<file path="src/hw/sfl_map.svh">
// register offsets, field positions, reset values and sizes of the serial status block
// assumes a 32-bit AXI4-Lite slave port with byte addresses
`ifndef SFL_MAP_SVH
`define SFL_MAP_SVH

// ==========================================================
// register byte offsets
`define SFL_OFS_STATUS 12'h000
`define SFL_OFS_MASK 12'h004
`define SFL_OFS_CTRL 12'h008

// ==========================================================
// status and mask field positions
`define SFL_BIT_TCF 0
`define SFL_BIT_RUN 1
`define SFL_BIT_EOQ 2
`define SFL_BIT_TX_UNDERFLOW_FLAG 3
`define SFL_BIT_TX_FILL_REQUEST_FLAG 4
`define SFL_BIT_RX_OVERFLOW_FLAG 5
`define SFL_BIT_RX_DRAIN_REQUEST_FLAG 6
`define SFL_FLAG_W 7
`define SFL_STICKY_MASK 7'h6d
// every request source but the run state can be masked
`define SFL_MASK_BITS 7'h7d
`define SFL_POS_TXCNT 8
`define SFL_POS_TXIDX 12
`define SFL_POS_RXCNT 16
`define SFL_POS_RXIDX 20

// ==========================================================
// control field positions and reset values
`define SFL_CTRL_START 0
`define SFL_CTRL_HALT 1
`define SFL_CTRL_SLAVE 2
`define SFL_CTRL_FMSZ_LO 8
`define SFL_FMSZ_RESET 5'h07
`define SFL_FMSZ_MIN 5'h03

// ==========================================================
// fifo sizes
`define SFL_CNT_W 4
`define SFL_FIFO_DEPTH 4'h4

// ==========================================================
// bus answers
`define SFL_RESP_OKAY 2'h0
`define SFL_RESP_SLVERR 2'h2

`endif

</file>
<file path="src/hw/sfl_pkg.sv">
// types shared by the serial status block
// assumes sfl_map.svh is on the include path
package sfl_pkg;
  `include "sfl_map.svh"

  typedef logic [`SFL_CNT_W-1:0] sfl_cnt_t;
  typedef logic [`SFL_FLAG_W-1:0] sfl_flags_t;

  typedef enum logic {
    SFL_RD_IDLE,
    SFL_RD_RESP
  } sfl_rd_state_t;
endpackage

</file>
<file path="src/hw/sfl_link_if.sv">
// carries frame events from the pin monitor to the status core
// assumes both ends run on aclk
interface sfl_link_if;
  import sfl_pkg::*;
  logic frame_start;
  logic last_bit;
  logic [4:0] frame_size;

  modport mon (
    output frame_start,
    output last_bit,
    input frame_size
  );
  modport core (
    input frame_start,
    input last_bit,
    output frame_size
  );
endinterface

</file>
<file path="src/hw/sfl_link_mon.sv">
// watches the serial pins and reports frame start and last sampled bit
// assumes sck idles low and data are sampled on the rising sck edge
module sfl_link_mon
  import sfl_pkg::*;
(
  input wire logic aclk,
  input wire logic aresetn,
  input wire logic sck,
  input wire logic cs_n,
  sfl_link_if.mon link
);
  // ==========================================================
  // pin synchronisers
  logic [2:0] sck_q, sck_d;
  logic [2:0] cs_q, cs_d;
  logic [4:0] bit_q, bit_d;
  logic start_q, start_d;
  logic last_q, last_d;
  logic rise;

  always_comb begin
    sck_d = {sck_q[1:0], sck};
    cs_d = {cs_q[1:0], cs_n};
    // stage 1 and 2 form the synchroniser, stage 2 vs 3 finds edges
    rise = sck_q[1] && !sck_q[2] && !cs_q[1];
    start_d = cs_q[2] && !cs_q[1];
    last_d = 1'b0;
    bit_d = bit_q;
    if (start_d) begin
      bit_d = 5'h00;
    end else if (rise) begin
      if (bit_q == link.frame_size) begin
        last_d = 1'b1;
        bit_d = 5'h00;
      end else begin
        bit_d = bit_q + 5'h01;
      end
    end
  end

  always_ff @(posedge aclk) begin
    if (!aresetn) begin
      sck_q <= 3'h0;
      cs_q <= 3'h7;
      bit_q <= 5'h00;
      start_q <= 1'b0;
      last_q <= 1'b0;
    end else begin
      sck_q <= sck_d;
      cs_q <= cs_d;
      bit_q <= bit_d;
      start_q <= start_d;
      last_q <= last_d;
    end
  end

  assign link.frame_start = start_q;
  assign link.last_bit = last_q;
endmodule

</file>
<file path="src/hw/sfl_top.sv">
// status flags, fifo counters and run state of the serial block, AXI4-Lite slave
// assumes push, pop, load and dma acks are one-cycle pulses on aclk; pins are async
//
// Contract
// - set done flag at last bit; w1c
// - run state 1 running, 0 stopped
// - set queue end at last bit with command bit
// - queue end clears run state; w1c
// - no queue end flag in slave mode
// - slave start with empty tx sets underflow
// - fill flag while tx not full; ack clears
// - start with rx and shifter full: overflow
// - drain flag while rx nonempty; ack clears
// - tx count up on push, down on load
// - tx next index advances on load
// - rx count down on pop, up at last bit
// - rx read index advances on pop
// - writing zero to a flag does nothing
// - flags exported as request sources
//
// Added by the designer: the AXI4-Lite register port and the placing of the registers.
module sfl_top
  import sfl_pkg::*;
(
  input wire logic aclk,
  input wire logic aresetn,
  input wire logic [11:0] s_axi_awaddr,
  input wire logic s_axi_awvalid,
  output logic s_axi_awready,
  input wire logic [31:0] s_axi_wdata,
  input wire logic [3:0] s_axi_wstrb,
  input wire logic s_axi_wvalid,
  output logic s_axi_wready,
  output logic [1:0] s_axi_bresp,
  output logic s_axi_bvalid,
  input wire logic s_axi_bready,
  input wire logic [11:0] s_axi_araddr,
  input wire logic s_axi_arvalid,
  output logic s_axi_arready,
  output logic [31:0] s_axi_rdata,
  output logic [1:0] s_axi_rresp,
  output logic s_axi_rvalid,
  input wire logic s_axi_rready,
  input wire logic sck,
  input wire logic cs_n,
  input wire logic tx_push,
  input wire logic tx_load,
  input wire logic queue_end_command_bit,
  input wire logic rx_pop,
  input wire logic tx_dma_ack,
  input wire logic rx_dma_ack,
  output logic [6:0] status_flags,
  output logic irq
);
  sfl_link_if link ();

  sfl_link_mon u_mon (
    .aclk(aclk),
    .aresetn(aresetn),
    .sck(sck),
    .cs_n(cs_n),
    .link(link)
  );

  // ==========================================================
  // bus write channel
  logic aw_hold_q, aw_hold_d, w_hold_q, w_hold_d;
  logic [11:0] waddr_q, waddr_d;
  logic [31:0] wdata_q, wdata_d;
  logic [3:0] wstrb_q, wstrb_d;
  logic awready_q, awready_d, wready_q, wready_d, bvalid_q, bvalid_d;
  logic [1:0] bresp_q, bresp_d;
  logic wr_fire;

  always_comb begin
    aw_hold_d = aw_hold_q;
    w_hold_d = w_hold_q;
    waddr_d = waddr_q;
    wdata_d = wdata_q;
    wstrb_d = wstrb_q;
    bvalid_d = bvalid_q;
    bresp_d = bresp_q;
    wr_fire = aw_hold_q && w_hold_q && !bvalid_q;
    if (s_axi_awvalid && awready_q) begin
      aw_hold_d = 1'b1;
      waddr_d = s_axi_awaddr;
    end
    if (s_axi_wvalid && wready_q) begin
      w_hold_d = 1'b1;
      wdata_d = s_axi_wdata;
      wstrb_d = s_axi_wstrb;
    end
    if (wr_fire) begin
      bvalid_d = 1'b1;
      bresp_d = (waddr_q == `SFL_OFS_STATUS || waddr_q == `SFL_OFS_MASK || waddr_q == `SFL_OFS_CTRL) ?
                `SFL_RESP_OKAY : `SFL_RESP_SLVERR;
    end
    if (bvalid_q && s_axi_bready) begin
      bvalid_d = 1'b0;
      aw_hold_d = 1'b0;
      w_hold_d = 1'b0;
    end
    // one write in flight: channels reopen only after the response is taken
    awready_d = !aw_hold_d;
    wready_d = !w_hold_d;
  end

  always_ff @(posedge aclk) begin
    if (!aresetn) begin
      aw_hold_q <= 1'b0;
      w_hold_q <= 1'b0;
      waddr_q <= 12'h000;
      wdata_q <= 32'h0000_0000;
      wstrb_q <= 4'h0;
      awready_q <= 1'b0;
      wready_q <= 1'b0;
      bvalid_q <= 1'b0;
      bresp_q <= `SFL_RESP_OKAY;
    end else begin
      aw_hold_q <= aw_hold_d;
      w_hold_q <= w_hold_d;
      waddr_q <= waddr_d;
      wdata_q <= wdata_d;
      wstrb_q <= wstrb_d;
      awready_q <= awready_d;
      wready_q <= wready_d;
      bvalid_q <= bvalid_d;
      bresp_q <= bresp_d;
    end
  end

  // ==========================================================
  // status core
  logic wr_status, wr_mask, wr_ctrl;
  logic [`SFL_FLAG_W-1:0] w1c;
  sfl_flags_t flags_q, flags_d, mask_q, mask_d;
  sfl_cnt_t tx_cnt_q, tx_cnt_d, tx_idx_q, tx_idx_d, rx_cnt_q, rx_cnt_d, rx_idx_q, rx_idx_d;
  logic slave_q, slave_d, eoq_exec_q, eoq_exec_d, shift_full_q, shift_full_d;
  logic [4:0] fmsz_q, fmsz_d;
  logic irq_q, irq_d;
  logic tx_full, rx_full, push_ok, load_ok, pop_ok, capture;

  always_comb begin
    wr_status = wr_fire && waddr_q == `SFL_OFS_STATUS && wstrb_q[0];
    wr_mask = wr_fire && waddr_q == `SFL_OFS_MASK && wstrb_q[0];
    wr_ctrl = wr_fire && waddr_q == `SFL_OFS_CTRL;
    w1c = wr_status ? (wdata_q[`SFL_FLAG_W-1:0] & `SFL_STICKY_MASK) : '0;
    tx_full = tx_cnt_q == `SFL_FIFO_DEPTH;
    rx_full = rx_cnt_q == `SFL_FIFO_DEPTH;
    push_ok = tx_push && !tx_full;
    load_ok = tx_load && tx_cnt_q != '0;
    pop_ok = rx_pop && rx_cnt_q != '0;
    capture = link.last_bit && (!rx_full || (pop_ok && !shift_full_q));
    flags_d = flags_q & ~w1c;
    mask_d = mask_q;
    slave_d = slave_q;
    fmsz_d = fmsz_q;
    eoq_exec_d = eoq_exec_q;
    shift_full_d = shift_full_q;
    if (wr_mask) begin
      mask_d = wdata_q[`SFL_FLAG_W-1:0] & `SFL_MASK_BITS;
    end
    if (wr_ctrl && wstrb_q[0]) begin
      slave_d = wdata_q[`SFL_CTRL_SLAVE];
    end
    if (wr_ctrl && wstrb_q[1]) begin
      fmsz_d = wdata_q[`SFL_CTRL_FMSZ_LO +: 5] < `SFL_FMSZ_MIN ? `SFL_FMSZ_MIN : wdata_q[`SFL_CTRL_FMSZ_LO +: 5];
    end
    if (wr_ctrl && wstrb_q[0] && wdata_q[`SFL_CTRL_START]) begin
      flags_d[`SFL_BIT_RUN] = 1'b1;
    end
    if (wr_ctrl && wstrb_q[0] && wdata_q[`SFL_CTRL_HALT]) begin
      flags_d[`SFL_BIT_RUN] = 1'b0;
    end
    if (load_ok) begin
      eoq_exec_d = queue_end_command_bit;
    end
    if (link.last_bit) begin
      flags_d[`SFL_BIT_TCF] = 1'b1;
    end
    if (link.last_bit && eoq_exec_q && !slave_q) begin
      flags_d[`SFL_BIT_EOQ] = 1'b1;
      flags_d[`SFL_BIT_RUN] = 1'b0;
      eoq_exec_d = 1'b0;
    end
    if (link.frame_start && slave_q && tx_cnt_q == '0) begin
      flags_d[`SFL_BIT_TX_UNDERFLOW_FLAG] = 1'b1;
    end
    if (link.frame_start && rx_full && shift_full_q) begin
      flags_d[`SFL_BIT_RX_OVERFLOW_FLAG] = 1'b1;
    end
    // a word that finds the fifo full waits in the shift register until a pop frees a slot
    if (link.last_bit && rx_full && (!pop_ok || shift_full_q)) begin
      shift_full_d = 1'b1;
    end else if (pop_ok && shift_full_q) begin
      shift_full_d = 1'b0;
    end
    tx_cnt_d = tx_cnt_q + sfl_cnt_t'(push_ok) - sfl_cnt_t'(load_ok);
    tx_idx_d = load_ok ? (tx_idx_q == `SFL_FIFO_DEPTH - 4'h1 ? '0 : tx_idx_q + 4'h1) : tx_idx_q;
    // rx count, shifter word moves in on pop
    rx_cnt_d = rx_cnt_q - sfl_cnt_t'(pop_ok) + sfl_cnt_t'(capture || (pop_ok && shift_full_q));
    rx_idx_d = pop_ok ? (rx_idx_q == `SFL_FIFO_DEPTH - 4'h1 ? '0 : rx_idx_q + 4'h1) : rx_idx_q;
    if (tx_cnt_d != `SFL_FIFO_DEPTH) begin
      flags_d[`SFL_BIT_TX_FILL_REQUEST_FLAG] = 1'b1;
    end else if (tx_dma_ack) begin
      flags_d[`SFL_BIT_TX_FILL_REQUEST_FLAG] = 1'b0;
    end else begin
      flags_d[`SFL_BIT_TX_FILL_REQUEST_FLAG] = flags_q[`SFL_BIT_TX_FILL_REQUEST_FLAG] && !(wr_status && wdata_q[`SFL_BIT_TX_FILL_REQUEST_FLAG]);
    end
    // drain flag follows content; a pop before the clear keeps it honest
    if (rx_cnt_d != '0) begin
      flags_d[`SFL_BIT_RX_DRAIN_REQUEST_FLAG] = 1'b1;
    end else if (rx_dma_ack) begin
      flags_d[`SFL_BIT_RX_DRAIN_REQUEST_FLAG] = 1'b0;
    end else begin
      flags_d[`SFL_BIT_RX_DRAIN_REQUEST_FLAG] = flags_q[`SFL_BIT_RX_DRAIN_REQUEST_FLAG] && !(wr_status && wdata_q[`SFL_BIT_RX_DRAIN_REQUEST_FLAG]);
    end
    irq_d = |(flags_d & mask_d);
  end

  always_ff @(posedge aclk) begin
    if (!aresetn) begin
      flags_q <= '0;
      mask_q <= '0;
      slave_q <= 1'b0;
      fmsz_q <= `SFL_FMSZ_RESET;
      eoq_exec_q <= 1'b0;
      shift_full_q <= 1'b0;
      tx_cnt_q <= '0;
      tx_idx_q <= '0;
      rx_cnt_q <= '0;
      rx_idx_q <= '0;
      irq_q <= 1'b0;
    end else begin
      flags_q <= flags_d;
      mask_q <= mask_d;
      slave_q <= slave_d;
      fmsz_q <= fmsz_d;
      eoq_exec_q <= eoq_exec_d;
      shift_full_q <= shift_full_d;
      tx_cnt_q <= tx_cnt_d;
      tx_idx_q <= tx_idx_d;
      rx_cnt_q <= rx_cnt_d;
      rx_idx_q <= rx_idx_d;
      irq_q <= irq_d;
    end
  end

  assign link.frame_size = fmsz_q;

  // ==========================================================
  // bus read channel
  sfl_rd_state_t rd_q, rd_d;
  logic arready_q, arready_d;
  logic [31:0] rdata_q, rdata_d;
  logic [1:0] rresp_q, rresp_d;
  logic rvalid_q, rvalid_d;

  always_comb begin
    rd_d = rd_q;
    rdata_d = rdata_q;
    rresp_d = rresp_q;
    unique case (rd_q)
      SFL_RD_IDLE: begin
        if (s_axi_arvalid && arready_q) begin
          rd_d = SFL_RD_RESP;
          rresp_d = `SFL_RESP_OKAY;
          rdata_d = 32'h0000_0000;
          if (s_axi_araddr == `SFL_OFS_STATUS) begin
            rdata_d[`SFL_FLAG_W-1:0] = flags_q;
            rdata_d[`SFL_POS_TXCNT +: 4] = tx_cnt_q;
            rdata_d[`SFL_POS_TXIDX +: 4] = tx_idx_q;
            rdata_d[`SFL_POS_RXCNT +: 4] = rx_cnt_q;
            rdata_d[`SFL_POS_RXIDX +: 4] = rx_idx_q;
          end else if (s_axi_araddr == `SFL_OFS_MASK) begin
            rdata_d[`SFL_FLAG_W-1:0] = mask_q;
          end else if (s_axi_araddr == `SFL_OFS_CTRL) begin
            rdata_d[`SFL_CTRL_SLAVE] = slave_q;
            rdata_d[`SFL_CTRL_FMSZ_LO +: 5] = fmsz_q;
          end else begin
            rresp_d = `SFL_RESP_SLVERR;
          end
        end
      end
      SFL_RD_RESP: begin
        if (s_axi_rready) begin
          rd_d = SFL_RD_IDLE;
        end
      end
    endcase
    arready_d = rd_d == SFL_RD_IDLE;
    rvalid_d = rd_d == SFL_RD_RESP;
  end

  always_ff @(posedge aclk) begin
    if (!aresetn) begin
      rd_q <= SFL_RD_IDLE;
      arready_q <= 1'b0;
      rvalid_q <= 1'b0;
      rdata_q <= 32'h0000_0000;
      rresp_q <= `SFL_RESP_OKAY;
    end else begin
      rd_q <= rd_d;
      arready_q <= arready_d;
      rvalid_q <= rvalid_d;
      rdata_q <= rdata_d;
      rresp_q <= rresp_d;
    end
  end

  assign s_axi_awready = awready_q;
  assign s_axi_wready = wready_q;
  assign s_axi_bvalid = bvalid_q;
  assign s_axi_bresp = bresp_q;
  assign s_axi_arready = arready_q;
  assign s_axi_rvalid = rvalid_q;
  assign s_axi_rdata = rdata_q;
  assign s_axi_rresp = rresp_q;
  assign status_flags = flags_q;
  assign irq = irq_q;
endmodule

</file>
<file path="config.mk">
export PLATFORM = sky130hd
export DESIGN_NAME = sfl_top
export DESIGN_NICKNAME = d
export VERILOG_FILES = /design/src/hw/sfl_pkg.sv /design/src/hw/sfl_link_if.sv /design/src/hw/sfl_link_mon.sv /design/src/hw/sfl_top.sv
export VERILOG_INCLUDE_DIRS = /design/src /design/src/hw
export SDC_FILE = /design/constraint.sdc
export NUM_CORES = 1
export LEC_CHECK = 0
export BUFFER_PORTS_ARGS = -buffer_cell sky130_fd_sc_hd__buf_4
export CORE_ASPECT_RATIO = 1.1
export CORE_UTILIZATION = 30
export CTS_CLUSTER_SIZE = 25
export DETAILED_ROUTE_END_ITERATION = 7
export PLACE_DENSITY = 0.47
export SYNTH_ARGS = -nofsm -noshare
export SYNTH_HDL_FRONTEND = slang
export SYNTH_SLANG_ARGS = --single-unit
</file>
<file path="constraint.sdc">
create_clock -name aclk -period 4.57 [get_ports aclk]
set_clock_uncertainty 0.1 [all_clocks]
set_input_delay 0.2285 -clock aclk [delete_from_list [all_inputs] [get_ports aclk]]
set_output_delay 0.2285 -clock aclk [all_outputs]
set_load 0.005 [all_outputs]
</file>
==> flow_summary.toml <==
[synth]
synth_edf_count = 0
synthesis.area_um2 = 4642
synthFlopType = "dfxtp_1"
netlist_instances = 512
ys_async_sr_fraction_pct = 0
synth-seq-cells = 110
yosysSeqAreaShare_pct = 47.44
synth_area_per_cell_um2 = 9.066
synth.distinct_cells = 59
ys_warn_count = 0

[power]
p_seq_share_pct = 46.4
vdd_drop_max_mv = 0.1612
clockPowerShare_pct = 31.1
swShare_pct = 29.00
switching_power_mw = 0.6832
p_per_area_nw_per_um2 = 410.2
intPower_mw = 1.673
comb_power_share_pct = 22.6
p_leak_nw = 2.435

[clocking]
cts_buffers = 9
cts_root_buffer = "clkbuf_16"
clockBufferDepth = 2
cts_tree = "built"
cts_sinks = 110
clk_latency_ns = 0.35
cts.clk_slew.worst_paths_ns = 0.07
h-tree-depth = 3

[critical_path]
cp.arrival_ns = 3.62
worstPathMaxFanout = 7
critPathLaunch = "tx_cnt_q[2]"
worstPathRequired_ns = 4.70
r2r_setup_slack_ns = 1.09
r2r_start = "tx_cnt_q[2]"
cp-end-kind = "flop"
startpoint_type = "flop"
r2r_cells = 13
path_class = "reg -> reg"
r2r_end = "irq"

[cells_and_area]
nFillCells = 1546
multiInputGateArea_um2 = 2243
seq_area_um2 = 2202
drive_gt1_share_pct = 19.83
area_growth_pct = 23.72
antennaDiodeCount = 0
final_cell_mix = "dfxtp_1 (110), buf_4 (93), nor2_1 (71), nand2_1 (69), a21oi_1 (48)"
fin_nets = 687
final_common_cell = "dfxtp_1"

[sta]
setup_ws_ns = 1.088
rsz0062_at_grt = "no"
relSlewSlack_pct = 38.02
hold_violations = 0
worst_pin_slew_ns = 0.9168
tns_ns = 0
layout_min_cycle_time_ns = 3.482
maxSlewViolCount = 0
setup_viol = 0
fmax_mhz = 287.2
finalCritPeriodShare_pct = 76.20

[drt]
viasPerCell = 4.648
wirelength_mm = 10.99
ant_nets = 0
remaining_drc_errors = 0
wire_per_inst_um = 13.81
drt_iter0_markers = 110
via_count = 3700
first_pass_iters = 4

[global_route]
grtUsageMet3_pct = 2.500
grt_max_degree = 45
grt-ovfl-total = 0
gr-usage-met1_pct = 19.22
busiest_layer = "met2"
grt_pass1_wl_mm = 18.08
grt_util_met2_pct = 23.12
antenna_found_initial = 0
grtUsageTotal_pct = 14.39
grt_pass1_vias = 3603

[die]
fp-row-count = 47
initial_core_util_pct = 30.71
die_area_um2 = 15970
core-area_um2 = 15110
die_h_um = 132.5
io_pins = 124
fp.dieW_um = 120.6

[min_path]
min_path_type = "in -> reg"
hold-path-endpoint = "waddr_q[4]"
holdPathStages = 3
hp-start = "s_axi_awaddr[4]"

[placement]
dpl.hpwl_mm = 8.017
dp_slack_ns = 1.086
place.gp.congestion = 0.7616
port_buffers = 90

[run_status]
status = "finished, final reports clean"

[flow_run]
cap_violations = 0
stage by stage:
| step | util [%] | power [mW] | cells | cell area (µm²) | hold WS, ns |
|---|---|---|---|---|---|
| floorplan | - | 1.500 | 522 | 4679 | 0.2015 |
| global placement | 36.08 | 1.641 | 778 | 5453 | 0.2919 |
| detailed placement | 36.08 | 1.649 | 778 | 5453 | 0.3008 |
| CTS | 38.00 | 2.390 | 796 | 5743 | 0.01485 |
| global route | 38.00 | 2.496 | 796 | 5743 | 0.02746 |
| finish | 38.00 | 2.356 | 796 | 5743 | 0.02377 |
state kept, by name, indices dropped and copies added, names as in the netlist, 2 cells and up:
name          count
tx_cnt_q          4
wdata_q          12
tx_idx_q          4
wstrb_q           2
s_axi_rdata      23
status_flags      7
rx_idx_q          4
u_mon.sck_q       3
mask_q            7
u_mon.cs_q        3
u_mon.bit_q       5
waddr_q          12
rx_cnt_q          4
fmsz_q            5
layer usage:
layer,vias up,part of all wire (%)
met4,0,1.5
li1,1897,-
met1,1699,50
met5,-,0
met2,92,45
met3,12,3.6
kinds of logic after synthesis:
| group | after synthesis | share of synthesized area [%] |
|---|---|---|
| other cells | 1 | 0.08078 |
| buf+inv | 50 | 5.040 |
| compound gates | 89 | 11.89 |
| fa+ha+maj | 17 | 4.906 |
| mux | 23 | 4.960 |
| flops | 110 | 47.44 |
| xor+xnor | 15 | 3.235 |
| simple gates | 207 | 22.45 |
how the worst max path moves through the flow:
| stage | slack, ns | depth (start not counted) | endpoint |
|---|---|---|---|
| 3_5_place_dp | 1.09 | 13 | irq |
| 2_1_floorplan | 1.34 | 14 | irq |
| 3_3_place_gp | 1.16 | 13 | irq |
| 6_report | 1.09 | 13 | irq |
| 5_1_grt | 0.91 | 12 | irq |
| 4_1_cts | 1.06 | 13 | irq |
Yosys cell counts (3+ instances only):
cell	number	area (µm²)
and3_1	4	25.02
inv_1	16	60.06
xor2_1	9	78.83
mux2i_1	23	230.2
nand2b_1	10	62.56
and2_1	12	75.07
buf_1	3	11.26
nand2_1	69	259.0
a21oi_1	48	240.2
dfxtp_1	110	2202
a31oi_1	5	31.28
buf_4	12	90.09
clkbuf_1	17	63.81
ha_1	15	187.7
nand4_1	4	25.02
nand3b_1	3	22.52
nand3_1	5	25.02
xnor2_1	5	43.79
nor2_1	71	266.5
nor3_1	5	25.02
a22oi_1	12	90.09
a222oi_1	5	50.05
layout make-up:
cell class | count | share of cell area (%)
Clock buffer | 13 | 4.357
Multi-Input combinational cell | 362 | 39.06
Timing Repair Buffer | 95 | 12.51
Clock inverter | 3 | 0.3486
Sequential cell | 110 | 38.34
Inverter | 17 | 1.111
Tap cell | 196 | 4.270
critical path: stages, from the launching register on:
cell      delay, ns
dfxtp_1        0.38
inv_1          0.08
ha_1           0.21
a21boi_1       0.50
ha_1           0.34
inv_1          0.05
ha_1           0.16
inv_1          0.06
fa_1           0.37
xnor2_1        0.17
and3b_1        0.23
a31oi_1        0.11
a41o_1         0.22
o41a_1         0.40
power groups by stage:
stage / Combinational, mW / Sequential (mW) / Clock [mW]
2_1_floorplan: 0.403 / 1.10 / 0
3_3_place_gp: 0.528 / 1.11 / 0
3_5_place_dp: 0.534 / 1.12 / 0
4_1_cts: 0.540 / 1.09 / 0.757
5_1_grt: 0.602 / 1.10 / 0.792
6_report: 0.532 / 1.09 / 0.732
repair_timing:
item | in CTS | in global routing
setup buffers | 0 | 0
resized for setup | 0 | 0
hold buffers | 2 | 0
hold endpoints to repair | 2 | 0
Power figures use the tool's default switching activity.
